### config.mk
export PLATFORM = sky130hd
export DESIGN_NAME = sdf_filter_ctrl
export DESIGN_NICKNAME = d
export VERILOG_FILES = /design/src/inc/sdf_pkg.sv /design/src/core/sdf_filter_ctrl.sv
export SDC_FILE = /design/constraint.sdc
export NUM_CORES = 2
export LEC_CHECK = 0
export BUFFER_PORTS_ARGS = -buffer_cell sky130_fd_sc_hd__buf_2
export CORE_MARGIN = 2
export CORE_UTILIZATION = 48
export CTS_BUF_LIST = sky130_fd_sc_hd__clkbuf_16
export DETAILED_ROUTE_END_ITERATION = 12
export GPL_TIMING_DRIVEN = 0
export PLACE_DENSITY = 0.63
export SETUP_SLACK_MARGIN = 0.1
export SLEW_MARGIN = 10
export SYNTH_ARGS = -nofsm -noshare
export SYNTH_HDL_FRONTEND = slang
export SYNTH_SLANG_ARGS = --single-unit
### constraint.sdc
create_clock -name clk_sys -period 29.9 [get_ports clk_sys]
set_input_delay 1.495 -clock clk_sys [delete_from_list [all_inputs] [get_ports clk_sys]]
set_output_delay 1.495 -clock clk_sys [all_outputs]
set_load 0.02 [all_outputs]
### src/inc/sdf_pkg.sv
package sdf_pkg;

   // Modulator clocks per decimation step, per unit of filter word.
   localparam logic [19:0] DEC_PER_FW = 20'h00400;
   localparam logic [6:0]  DEC_LOG2   = 7'h0a;
   localparam logic [6:0]  RES_TOP    = 7'h17;
   localparam logic [2:0]  ORD_FOURTH = 3'h4;
   localparam logic [2:0]  ORD_THIRD  = 3'h3;
   localparam logic [9:0]  FW_ZERO    = 10'h000;
   localparam logic [9:0]  FW_RST     = 10'h060;
   localparam logic [23:0] RES_MAX    = 24'h7fffff;
   localparam int          RES_W      = 24;
   localparam int          CHAN_W     = 4;

   // Register byte offsets.
   localparam logic [7:0] OFS_MODE = 8'h00;
   localparam logic [7:0] OFS_CHAN = 8'h04;
   localparam logic [7:0] OFS_STAT = 8'h08;
   localparam logic [7:0] OFS_DATA = 8'h0c;

   // Mode register fields.
   localparam int MB_FW    = 0;
   localparam int MB_ZL    = 11;
   localparam int MB_NOTCH = 13;
   localparam int MB_THIRD = 15;
   localparam int MB_CHOP  = 20;
   localparam int MB_RUN   = 24;

   // Status and data register fields.
   localparam int SB_AVAIL = 0;
   localparam int SB_FULL  = 1;
   localparam int SB_SWAP  = 2;
   localparam int SB_PEND  = 3;
   localparam int SB_DECS  = 4;
   localparam int DB_CHAN  = 24;
   localparam int DB_VALID = 31;

   typedef struct packed {
      logic       run;
      logic       chop;
      logic       notch;
      logic       third;
      logic       zero_lat;
      logic [9:0] fw;
   } sdf_cfg_t;

   typedef struct packed {
      logic [CHAN_W-1:0] chan;
      logic [RES_W-1:0]  data;
   } sdf_res_t;

   localparam sdf_cfg_t CFG_RST = '{run: 1'b0, chop: 1'b0, notch: 1'b0, third: 1'b0,
                                    zero_lat: 1'b0, fw: FW_RST};

endpackage

### src/core/sdf_filter_ctrl.sv
// Notes on behaviour
// Fourth order, chop and zero latency off, gives one result every 1024 x filter word clocks.
// The filter word spans 1 to 1023, and software must keep it inside that range.
// In fourth order the first settled result needs four output periods.
// A channel change resets modulator and filter, the first result waits a full settling time.
// Fourth order keeps its rate after a step, settling after four or five results.
// Mode bit 11 enables zero latency, where every conversion gets full settling.
// Fourth order zero latency has an output period of 4 x 1024 x filter word clocks.
// With zero latency only an asynchronous step can yield one unsettled result.
// The third order select bit swaps the fourth order sinc for the third order one.
// Third order, no zero latency: 1024 x filter word clocks per result, settling in three.
// Third order keeps its rate after a step, settling after three or four results.
// Third order zero latency has an output period of 3 x 1024 x filter word clocks.
// The line notch bit adds 50 Hz and 60 Hz rejection without changing the output rate.
// Chop swaps input polarity each conversion and averages successive settled conversions.
// After reset the fourth order filter is selected and chop is off.
// Each result comes with a one-cycle strobe, and the data hold until the next strobe.
// Output timing counts modulator clocks against filter word x 1024 x the period multiplier.

module sdf_fifo #(
   parameter int W     = 28,
   parameter int DEPTH = 8
) (
   input  wire logic         clk_sys,
   input  wire logic         rst_n,
   input  wire logic         in_valid,
   output logic              in_ready,
   input  wire logic [W-1:0] in_data,
   output logic              out_valid,
   input  wire logic         out_ready,
   output logic [W-1:0]      out_data
);
   localparam int AW = $clog2(DEPTH);

   logic [W-1:0] mem [DEPTH];
   logic [AW:0]  wr_ptr;
   logic [AW:0]  rd_ptr;

   // Extra pointer bit tells full from empty; depth must be a power of two.
   assign out_valid = wr_ptr != rd_ptr;
   assign in_ready  = (wr_ptr ^ rd_ptr) != {1'b1, {AW{1'b0}}};
   assign out_data  = mem[rd_ptr[AW-1:0]];

   // Pointers move on accepted handshakes only.
   always_ff @(posedge clk_sys or negedge rst_n) begin
      if (!rst_n) begin
         wr_ptr <= '0;
         rd_ptr <= '0;
      end else begin
         if (in_valid && in_ready) wr_ptr <= wr_ptr + 1'b1;
         if (out_valid && out_ready) rd_ptr <= rd_ptr + 1'b1;
      end
   end

   // Storage needs no reset, the pointers guard it.
   always_ff @(posedge clk_sys) begin
      if (in_valid && in_ready) mem[wr_ptr[AW-1:0]] <= in_data;
   end
endmodule // sdf_fifo

module sdf_filter_ctrl #(
   parameter int ACC_W      = 84,
   parameter int FIFO_DEPTH = 8
) (
   input  wire logic                       clk_sys,
   input  wire logic                       rst_n,
   input  wire logic [7:0]                 paddr,
   input  wire logic                       psel,
   input  wire logic                       penable,
   input  wire logic                       pwrite,
   input  wire logic [31:0]                pwdata,
   output logic [31:0]                     prdata,
   output logic                            pready,
   output logic                            pslverr,
   input  wire logic                       mod_clk,
   input  wire logic                       mod_data,
   output logic                            mod_reset,
   output logic                            chop_swap,
   output logic [sdf_pkg::CHAN_W-1:0]      chan_sel,
   output logic                            result_strobe,
   output logic [sdf_pkg::RES_W-1:0]       result_data
);
   sdf_pkg::sdf_cfg_t       cfg;
   sdf_pkg::sdf_res_t       pend_res;
   sdf_pkg::sdf_res_t       fifo_out;
   logic [1:0]              mclk_s;
   logic [1:0]              mdat_s;
   logic                    mclk_d;
   logic                    tick;
   logic                    step;
   logic                    stall;
   logic                    pend;
   logic                    fifo_ready;
   logic                    fifo_valid;
   logic                    full_clr;
   logic                    conv_clr;
   logic                    clr;
   logic                    dec_hit;
   logic                    conv_done;
   logic                    emit;
   logic                    have_prev;
   logic                    avg_mode;
   logic                    acc;
   logic                    pop;
   logic                    wr_mode;
   logic                    wr_chan;
   logic [19:0]             dec_len;
   logic [19:0]             dec_cnt;
   logic [2:0]              ord;
   logic [2:0]              decs;
   logic [6:0]              shift;
   logic signed [ACC_W-1:0] xin;
   logic signed [ACC_W-1:0] integ [4];
   logic signed [ACC_W-1:0] dly [4];
   logic signed [ACC_W-1:0] cmb [4];
   logic signed [ACC_W-1:0] comb_in;
   logic signed [ACC_W-1:0] final_c;
   logic signed [ACC_W-1:0] scaled;
   logic signed [ACC_W-1:0] sat_hi;
   logic signed [24:0]      raw;
   logic signed [24:0]      sv;
   logic signed [24:0]      prev;
   logic signed [25:0]      sum;
   logic [23:0]             value;

   // Ceiling of log2 of the filter word, for output scaling.
   function automatic logic [3:0] clog_fw(input logic [9:0] fw);
      clog_fw = 4'h0;
      for (int i = 0; i < 10; i++) begin
         if (fw > (10'h001 << i)) clog_fw = 4'(i + 1);
      end
   endfunction

   // Modulator pins come from another clock; two stages before any use.
   always_ff @(posedge clk_sys or negedge rst_n) begin
      if (!rst_n) begin
         mclk_s <= 2'h0;
         mdat_s <= 2'h0;
         mclk_d <= 1'b0;
      end else begin
         mclk_s <= {mclk_s[0], mod_clk};
         mdat_s <= {mdat_s[0], mod_data};
         mclk_d <= mclk_s[1];
      end
   end

   // A full FIFO with a result still waiting freezes the engine, so nothing is dropped.
   assign tick      = mclk_s[1] & ~mclk_d;
   assign stall     = pend & ~fifo_ready;
   assign step      = tick & cfg.run & ~stall;
   assign ord       = cfg.third ? sdf_pkg::ORD_THIRD : sdf_pkg::ORD_FOURTH;
   assign dec_len   = 20'(cfg.fw) * sdf_pkg::DEC_PER_FW;
   assign dec_hit   = step && (dec_cnt == dec_len - 20'h00001);
   assign conv_done = dec_hit && (decs >= ord - 3'h1) && !full_clr;
   assign conv_clr  = conv_done && (cfg.zero_lat || cfg.chop);
   assign clr       = full_clr || conv_clr;
   assign avg_mode  = cfg.chop || cfg.notch;
   assign emit      = conv_done && (!avg_mode || have_prev);
   assign xin       = {{(ACC_W-1){~mdat_s[1]}}, 1'b1};

   // Integrators run at the modulator rate; a clear restarts the settling.
   always_ff @(posedge clk_sys or negedge rst_n) begin
      if (!rst_n) begin
         for (int i = 0; i < 4; i++) integ[i] <= '0;
      end else if (clr) begin
         for (int i = 0; i < 4; i++) integ[i] <= '0;
      end else if (step) begin
         integ[0] <= integ[0] + xin;
         for (int i = 1; i < 4; i++) integ[i] <= integ[i] + integ[i-1];
      end
   end

   // Comb chain; the third order path taps one stage early on both ends.
   assign comb_in = cfg.third ? integ[2] : integ[3];
   always_comb begin
      cmb[0] = comb_in - dly[0];
      for (int i = 1; i < 4; i++) cmb[i] = cmb[i-1] - dly[i];
      final_c = cfg.third ? cmb[2] : cmb[3];
   end

   // Comb delays update once per decimation step.
   always_ff @(posedge clk_sys or negedge rst_n) begin
      if (!rst_n) begin
         for (int i = 0; i < 4; i++) dly[i] <= '0;
      end else if (clr) begin
         for (int i = 0; i < 4; i++) dly[i] <= '0;
      end else if (dec_hit) begin
         dly[0] <= comb_in;
         for (int i = 1; i < 4; i++) dly[i] <= cmb[i-1];
      end
   end

   // Decimation counter and count of decimations since the last clear.
   always_ff @(posedge clk_sys or negedge rst_n) begin
      if (!rst_n) begin
         dec_cnt <= '0;
         decs    <= '0;
      end else if (clr) begin
         dec_cnt <= '0;
         decs    <= '0;
      end else if (dec_hit) begin
         dec_cnt <= '0;
         if (decs < sdf_pkg::ORD_FOURTH) decs <= decs + 3'h1;
      end else if (step) begin
         dec_cnt <= dec_cnt + 20'h00001;
      end
   end

   // Gain is dec_len to the power of the order; shift it back to 24 bits.
   assign shift  = 7'(ord) * (7'(clog_fw(cfg.fw)) + sdf_pkg::DEC_LOG2) - sdf_pkg::RES_TOP;
   assign sat_hi = ACC_W'(sdf_pkg::RES_MAX);

   // Symmetric clamp so that negation and averaging never overflow.
   always_comb begin
      scaled = final_c >>> shift;
      if (scaled > sat_hi) begin
         raw = {1'b0, sdf_pkg::RES_MAX};
      end else if (scaled < -sat_hi) begin
         raw = -{1'b0, sdf_pkg::RES_MAX};
      end else begin
         raw = scaled[24:0];
      end
      sv    = chop_swap ? -raw : raw;
      sum   = 26'(sv) + 26'(prev);
      value = avg_mode ? sum[24:1] : sv[23:0];
   end

   // History for averaging and the chop polarity; a channel or mode change wipes both.
   always_ff @(posedge clk_sys or negedge rst_n) begin
      if (!rst_n) begin
         prev      <= '0;
         have_prev <= 1'b0;
         chop_swap <= 1'b0;
      end else if (full_clr) begin
         have_prev <= 1'b0;
         chop_swap <= 1'b0;
      end else if (conv_done) begin
         prev      <= sv;
         have_prev <= 1'b1;
         if (cfg.chop) chop_swap <= ~chop_swap;
      end
   end

   // The modulator restarts with every filter clear.
   always_ff @(posedge clk_sys or negedge rst_n) begin
      if (!rst_n) mod_reset <= 1'b0;
      else mod_reset <= clr;
   end

   // Result strobe and data, loaded together.
   always_ff @(posedge clk_sys or negedge rst_n) begin
      if (!rst_n) begin
         result_strobe <= 1'b0;
         result_data   <= '0;
      end else begin
         result_strobe <= emit;
         if (emit) result_data <= value;
      end
   end

   // One result waits here until the FIFO takes it.
   always_ff @(posedge clk_sys or negedge rst_n) begin
      if (!rst_n) begin
         pend     <= 1'b0;
         pend_res <= '0;
      end else if (emit) begin
         pend     <= 1'b1;
         pend_res <= '{chan: chan_sel, data: value};
      end else if (fifo_ready) begin
         pend <= 1'b0;
      end
   end

   sdf_fifo #(
      .W     ($bits(sdf_pkg::sdf_res_t)),
      .DEPTH (FIFO_DEPTH)
   ) u_fifo (
      .clk_sys   (clk_sys),
      .rst_n     (rst_n),
      .in_valid  (pend),
      .in_ready  (fifo_ready),
      .in_data   (pend_res),
      .out_valid (fifo_valid),
      .out_ready (pop),
      .out_data  (fifo_out)
   );

   // Zero wait state slave; unmapped offsets answer with an error.
   assign acc     = psel && penable;
   assign pready  = 1'b1;
   assign pslverr = acc && (paddr != sdf_pkg::OFS_MODE) && (paddr != sdf_pkg::OFS_CHAN)
                    && (paddr != sdf_pkg::OFS_STAT) && (paddr != sdf_pkg::OFS_DATA);
   assign pop     = acc && !pwrite && (paddr == sdf_pkg::OFS_DATA);
   assign wr_mode = acc && pwrite && (paddr == sdf_pkg::OFS_MODE);
   assign wr_chan = acc && pwrite && (paddr == sdf_pkg::OFS_CHAN);

   // Mode and channel registers; a zero filter word is refused and the old one kept.
   always_ff @(posedge clk_sys or negedge rst_n) begin
      if (!rst_n) begin
         cfg      <= sdf_pkg::CFG_RST;
         chan_sel <= '0;
         full_clr <= 1'b0;
      end else begin
         full_clr <= wr_mode || wr_chan;
         if (wr_chan) chan_sel <= pwdata[sdf_pkg::CHAN_W-1:0];
         if (wr_mode) begin
            cfg.run      <= pwdata[sdf_pkg::MB_RUN];
            cfg.chop     <= pwdata[sdf_pkg::MB_CHOP];
            cfg.notch    <= pwdata[sdf_pkg::MB_NOTCH];
            cfg.third    <= pwdata[sdf_pkg::MB_THIRD];
            cfg.zero_lat <= pwdata[sdf_pkg::MB_ZL];
            if (pwdata[sdf_pkg::MB_FW +: 10] != sdf_pkg::FW_ZERO) begin
               cfg.fw <= pwdata[sdf_pkg::MB_FW +: 10];
            end
         end
      end
   end

   // Read mux; the data word carries a valid flag so an empty read is harmless.
   always_comb begin
      prdata = '0;
      case (paddr)
         sdf_pkg::OFS_MODE: begin
            prdata[sdf_pkg::MB_RUN]      = cfg.run;
            prdata[sdf_pkg::MB_CHOP]     = cfg.chop;
            prdata[sdf_pkg::MB_NOTCH]    = cfg.notch;
            prdata[sdf_pkg::MB_THIRD]    = cfg.third;
            prdata[sdf_pkg::MB_ZL]       = cfg.zero_lat;
            prdata[sdf_pkg::MB_FW +: 10] = cfg.fw;
         end
         sdf_pkg::OFS_CHAN: begin
            prdata[sdf_pkg::CHAN_W-1:0] = chan_sel;
         end
         sdf_pkg::OFS_STAT: begin
            prdata[sdf_pkg::SB_AVAIL]     = fifo_valid;
            prdata[sdf_pkg::SB_FULL]      = !fifo_ready;
            prdata[sdf_pkg::SB_SWAP]      = chop_swap;
            prdata[sdf_pkg::SB_PEND]      = pend;
            prdata[sdf_pkg::SB_DECS +: 3] = decs;
         end
         sdf_pkg::OFS_DATA: begin
            if (fifo_valid) begin
               prdata[sdf_pkg::DB_VALID]                = 1'b1;
               prdata[sdf_pkg::DB_CHAN +: sdf_pkg::CHAN_W] = fifo_out.chan;
               prdata[sdf_pkg::RES_W-1:0]               = fifo_out.data;
            end
         end
         default: prdata = '0;
      endcase
   end

   // Checking aids: steps between results and decimations since a full clear.
   logic [22:0] h_gap;
   logic        h_seen;
   logic [2:0]  h_decs;

   always_ff @(posedge clk_sys or negedge rst_n) begin
      if (!rst_n) begin
         h_gap  <= '0;
         h_seen <= 1'b0;
         h_decs <= '0;
      end else begin
         if (full_clr) begin
            h_gap  <= '0;
            h_seen <= 1'b0;
         end else if (emit) begin
            h_gap  <= '0;
            h_seen <= 1'b1;
         end else if (step) begin
            h_gap <= h_gap + 23'h000001;
         end
         if (full_clr) h_decs <= '0;
         else if (dec_hit && h_decs != 3'h7) h_decs <= h_decs + 3'h1;
      end
   end

   property p_strobe_pulse;
      @(posedge clk_sys) disable iff (!rst_n)
      result_strobe |=> !result_strobe;
   endproperty
   a_strobe_pulse: assert property (p_strobe_pulse) else $error("Strobe too long.");

   property p_data_hold;
      @(posedge clk_sys) disable iff (!rst_n)
      !result_strobe |-> $stable(result_data);
   endproperty
   a_data_hold: assert property (p_data_hold) else $error("Data moved off strobe.");

   property p_fw_range;
      @(posedge clk_sys) disable iff (!rst_n)
      cfg.fw != sdf_pkg::FW_ZERO;
   endproperty
   a_fw_range: assert property (p_fw_range) else $error("Filter word is zero.");

   property p_reset_default;
      @(posedge clk_sys)
      $rose(rst_n) |-> (!cfg.third && !cfg.chop && !cfg.zero_lat);
   endproperty
   a_reset_default: assert property (p_reset_default) else $error("Bad reset mode.");

   property p_rate;
      @(posedge clk_sys) disable iff (!rst_n)
      (emit && h_seen && !cfg.zero_lat && !cfg.chop) |-> (h_gap + 23'h000001 == 23'(dec_len));
   endproperty
   a_rate: assert property (p_rate) else $error("Wrong output period.");

   property p_zl_rate;
      @(posedge clk_sys) disable iff (!rst_n)
      (emit && h_seen && cfg.zero_lat && !avg_mode)
         |-> (h_gap + 23'h000001 == 23'(dec_len) * 23'(ord));
   endproperty
   a_zl_rate: assert property (p_zl_rate) else $error("Wrong settled period.");

   property p_settle;
      @(posedge clk_sys) disable iff (!rst_n)
      (emit && !cfg.zero_lat && !cfg.chop) |=> (h_decs >= $past(ord));
   endproperty
   a_settle: assert property (p_settle) else $error("Result before settling.");

   property p_chan_clr;
      @(posedge clk_sys) disable iff (!rst_n)
      wr_chan |=> full_clr ##1 (mod_reset && decs == 3'h0 && !have_prev);
   endproperty
   a_chan_clr: assert property (p_chan_clr) else $error("Channel change not reset.");

   property p_zl_clear;
      @(posedge clk_sys) disable iff (!rst_n)
      (conv_done && cfg.zero_lat) |=> (mod_reset && decs == 3'h0 && dec_cnt == 20'h0);
   endproperty
   a_zl_clear: assert property (p_zl_clear) else $error("No restart after conversion.");

   property p_chop;
      @(posedge clk_sys) disable iff (!rst_n)
      (conv_done && cfg.chop) |=> (chop_swap != $past(chop_swap));
   endproperty
   a_chop: assert property (p_chop) else $error("Chop polarity did not swap.");
endmodule // sdf_filter_ctrl

==> metrics.txt <==
outcome=complete, but fails checks; failing checks=DRC; Yosys warnings=0; first-pass GRT wire length=573 mm; share of layout cells above drive strength 1=8.31%; fin util=53.0%; DRC Markers=8; leading register cell type out of synthesis=dfrtp_1; final worst setup slack=1000 ps; row count=159; relative max-transition margin=6.53%; DR WL/cell=28.0 um; Post-synth EDFFs=224; Worst-Skew Late Latency=830 ps; WS Path Type=register to register; CP max FO=10; Worst path depth=107; final worst-path cycle share=96.6%; initial antenna violation count=17; Total GRT Usage=39.6%; RePlAce Congestion=1.08; CTS sink cnt=1010; WL met3=35.2 mm; Core ar.=188000 sq um; Final Skew=50.9 ps; CP bufs+invs=17; Synth Cell Area=90800 sq um; Fillers=17805; Synth top cells by count=1475 x nand2_1, 1129 x a21oi_1, 878 x o21ai_0, 838 x nor2_1, 784 x dfrtp_1; CTS buffer count=117; Mean Syn Cell Area=8.10 sq um; Post-DRT Antenna Nets=0; # setup viols final=0; Worst Max-Slew Pin Slew=1390 ps; worst hold slack=362 ps; Worst EP arrival=29560 ps; Layout area overhead=9.60%; Post-synth ARST share=77.8%; Worst setup EP type=register; final hold vios=0; Via-to-Cell Ratio=6.50; Clock Tree Root=clkbuf_16; Worst setup SP type=register; post-synth top area share=21.6%; top-count cell post-synth=nand2_1; post-synth cell types=141; Final nets=12224; Worst R2R Path Depth=107; Metal-1 WL=162 mm; die width=439 um; pre-CTS WS=-4000 ps; Top Layer Used=met5; DR iter-0 viols=9915; Max-Cap Viols=0; clk slew on worst S/H paths=70 ps; post-synthesis register bit count=1010; clk buf depth=3; Max Slew Vio Count=0; cts hold-fix bufs=0; die height=439 um; vias in the first global route=86935; grt ovf=0; Routed WL=394 mm; die area=193000 sq um; RSZ-0062 raised after global routing=false; Synth area leader=dfrtp_1; most frequent CP cell=a21oi_1; critical path's largest stage delay=1010 ps; HP Class=register to register; via count=91471; routed wl met2=174 mm; worst path required time=30560 ps; cell family with most CP delay=compound AO/OA/AOI/OAI gates; largest cells by area after synthesis=dfrtp_1 22%, ha_1 9.7%, edfxtp_1 7.4%, a21oi_1 6.2%, nand2_1 6.1%; slowest cell on the critical path=nor4_1; Port-buffer cells=89; Gate Count Post-Synth=11214; R2R Setup Slk=1000 ps; hold path cells=0; Top-Level Pins=112; Max Fclk=34.6 MHz; register area share after synthesis=29.1%; Post-DP HPWL=312 mm; pin count of the biggest net entering global routing=110; DRT Pass-1 Iters=12; H-tree Lvls=3; min Tclk post-route=28900 ps; CTS tree=built; starting density of the core=48.3%
==> metal layers <==
| layer | vias up | track usage [%] |
|---|---|---|
| li1 | 41474 | - |
| met1 | 44884 | 51.2 |
| met2 | 4107 | 62.0 |
| met3 | 988 | 9.11 |
| met5 | - | 0 |
| met4 | 18 | 19.6 |
==> registers in the layout (all words and copies together) (netlist names), 3 cells and up <==
name	cells
pend_res	28
u_fifo.rd_ptr	4
u_fifo.mem	224
decs	3
chan_sel	4
dly	336
u_fifo.wr_ptr	4
cfg	15
dec_cnt	20
integ	336
prev	25
==> layout by cell type, fill, tap and decap left out, drive strengths merged, types with 114 or more instances in the layout <==
cell type / n
nand4: 145
mux2i: 114
buf: 314
nand3: 224
o21bai: 115
ha: 706
a21oi: 1145
dfrtp: 784
o21a: 119
inv: 605
a211oi: 153
nor2: 842
xnor2: 389
nor3: 215
nand2: 1478
o21ai: 916
xor2: 200
nand2b: 130
a21o: 383
clkbuf: 484
edfxtp: 224
mux2: 147
==> path summary, 6_finish.rpt <==
path / from / end
worst max-delay path: cfg[11] / pend_res[23]
worst min-delay path: mclk_s[0] / mclk_s[1]
worst max register to register: cfg[11] / pend_res[23]
worst min register to register: mclk_s[0] / mclk_s[1]
max in group asynchronous: rst_n / integ[282]
min in group asynchronous: rst_n / dly[55]
==> repair_timing <==
action,4_1_cts,5_1_grt
pin swaps,2,6
setup endpoints to repair,34,6
gates resized for setup,32,64
setup buffers,1,8
==> cell families after synthesis <==
kind of cell	Yosys count	synth area share [%]
AO/OA/AOI/OAI	3760	26.5
adder cells (fa/ha/maj)	716	9.95
XOR/XNOR	590	5.73
AND/OR/NAND/NOR	3658	18.6
buffers and inverters	1139	5.10
multiplexers	339	5.03
flip-flops	1010	29.1
other	2	0.00827
==> cell type report <==
class / count / area (sq um) / area share (%)
timing repair buffer: 130 / 1100 / 1.10
clock buffer: 117 / 2930 / 2.94
buffer: 551 / 2470 / 2.48
tap: 2495 / 3120 / 3.14
inverter: 584 / 2200 / 2.21
clock inverter: 105 / 925 / 0.929
antenna: 11 / 27.5 / 0.0277
multi-input combinational: 9067 / 60300 / 60.6
sequential: 1010 / 26400 / 26.5
==> stage by stage <==
step                area (sq um)  cells  TNS, ps
floorplan                  90800  11216        0
global placement           94400  13800  -102790
detailed placement         95100  13832   -45060
CTS                        99100  14054        0
global route               99500  14059        0
finish                     99500  14070        0
Power is left out: the tool's default activity adds up to more than one toggle a clock period on the data nets, which glitch-free logic cannot reach.
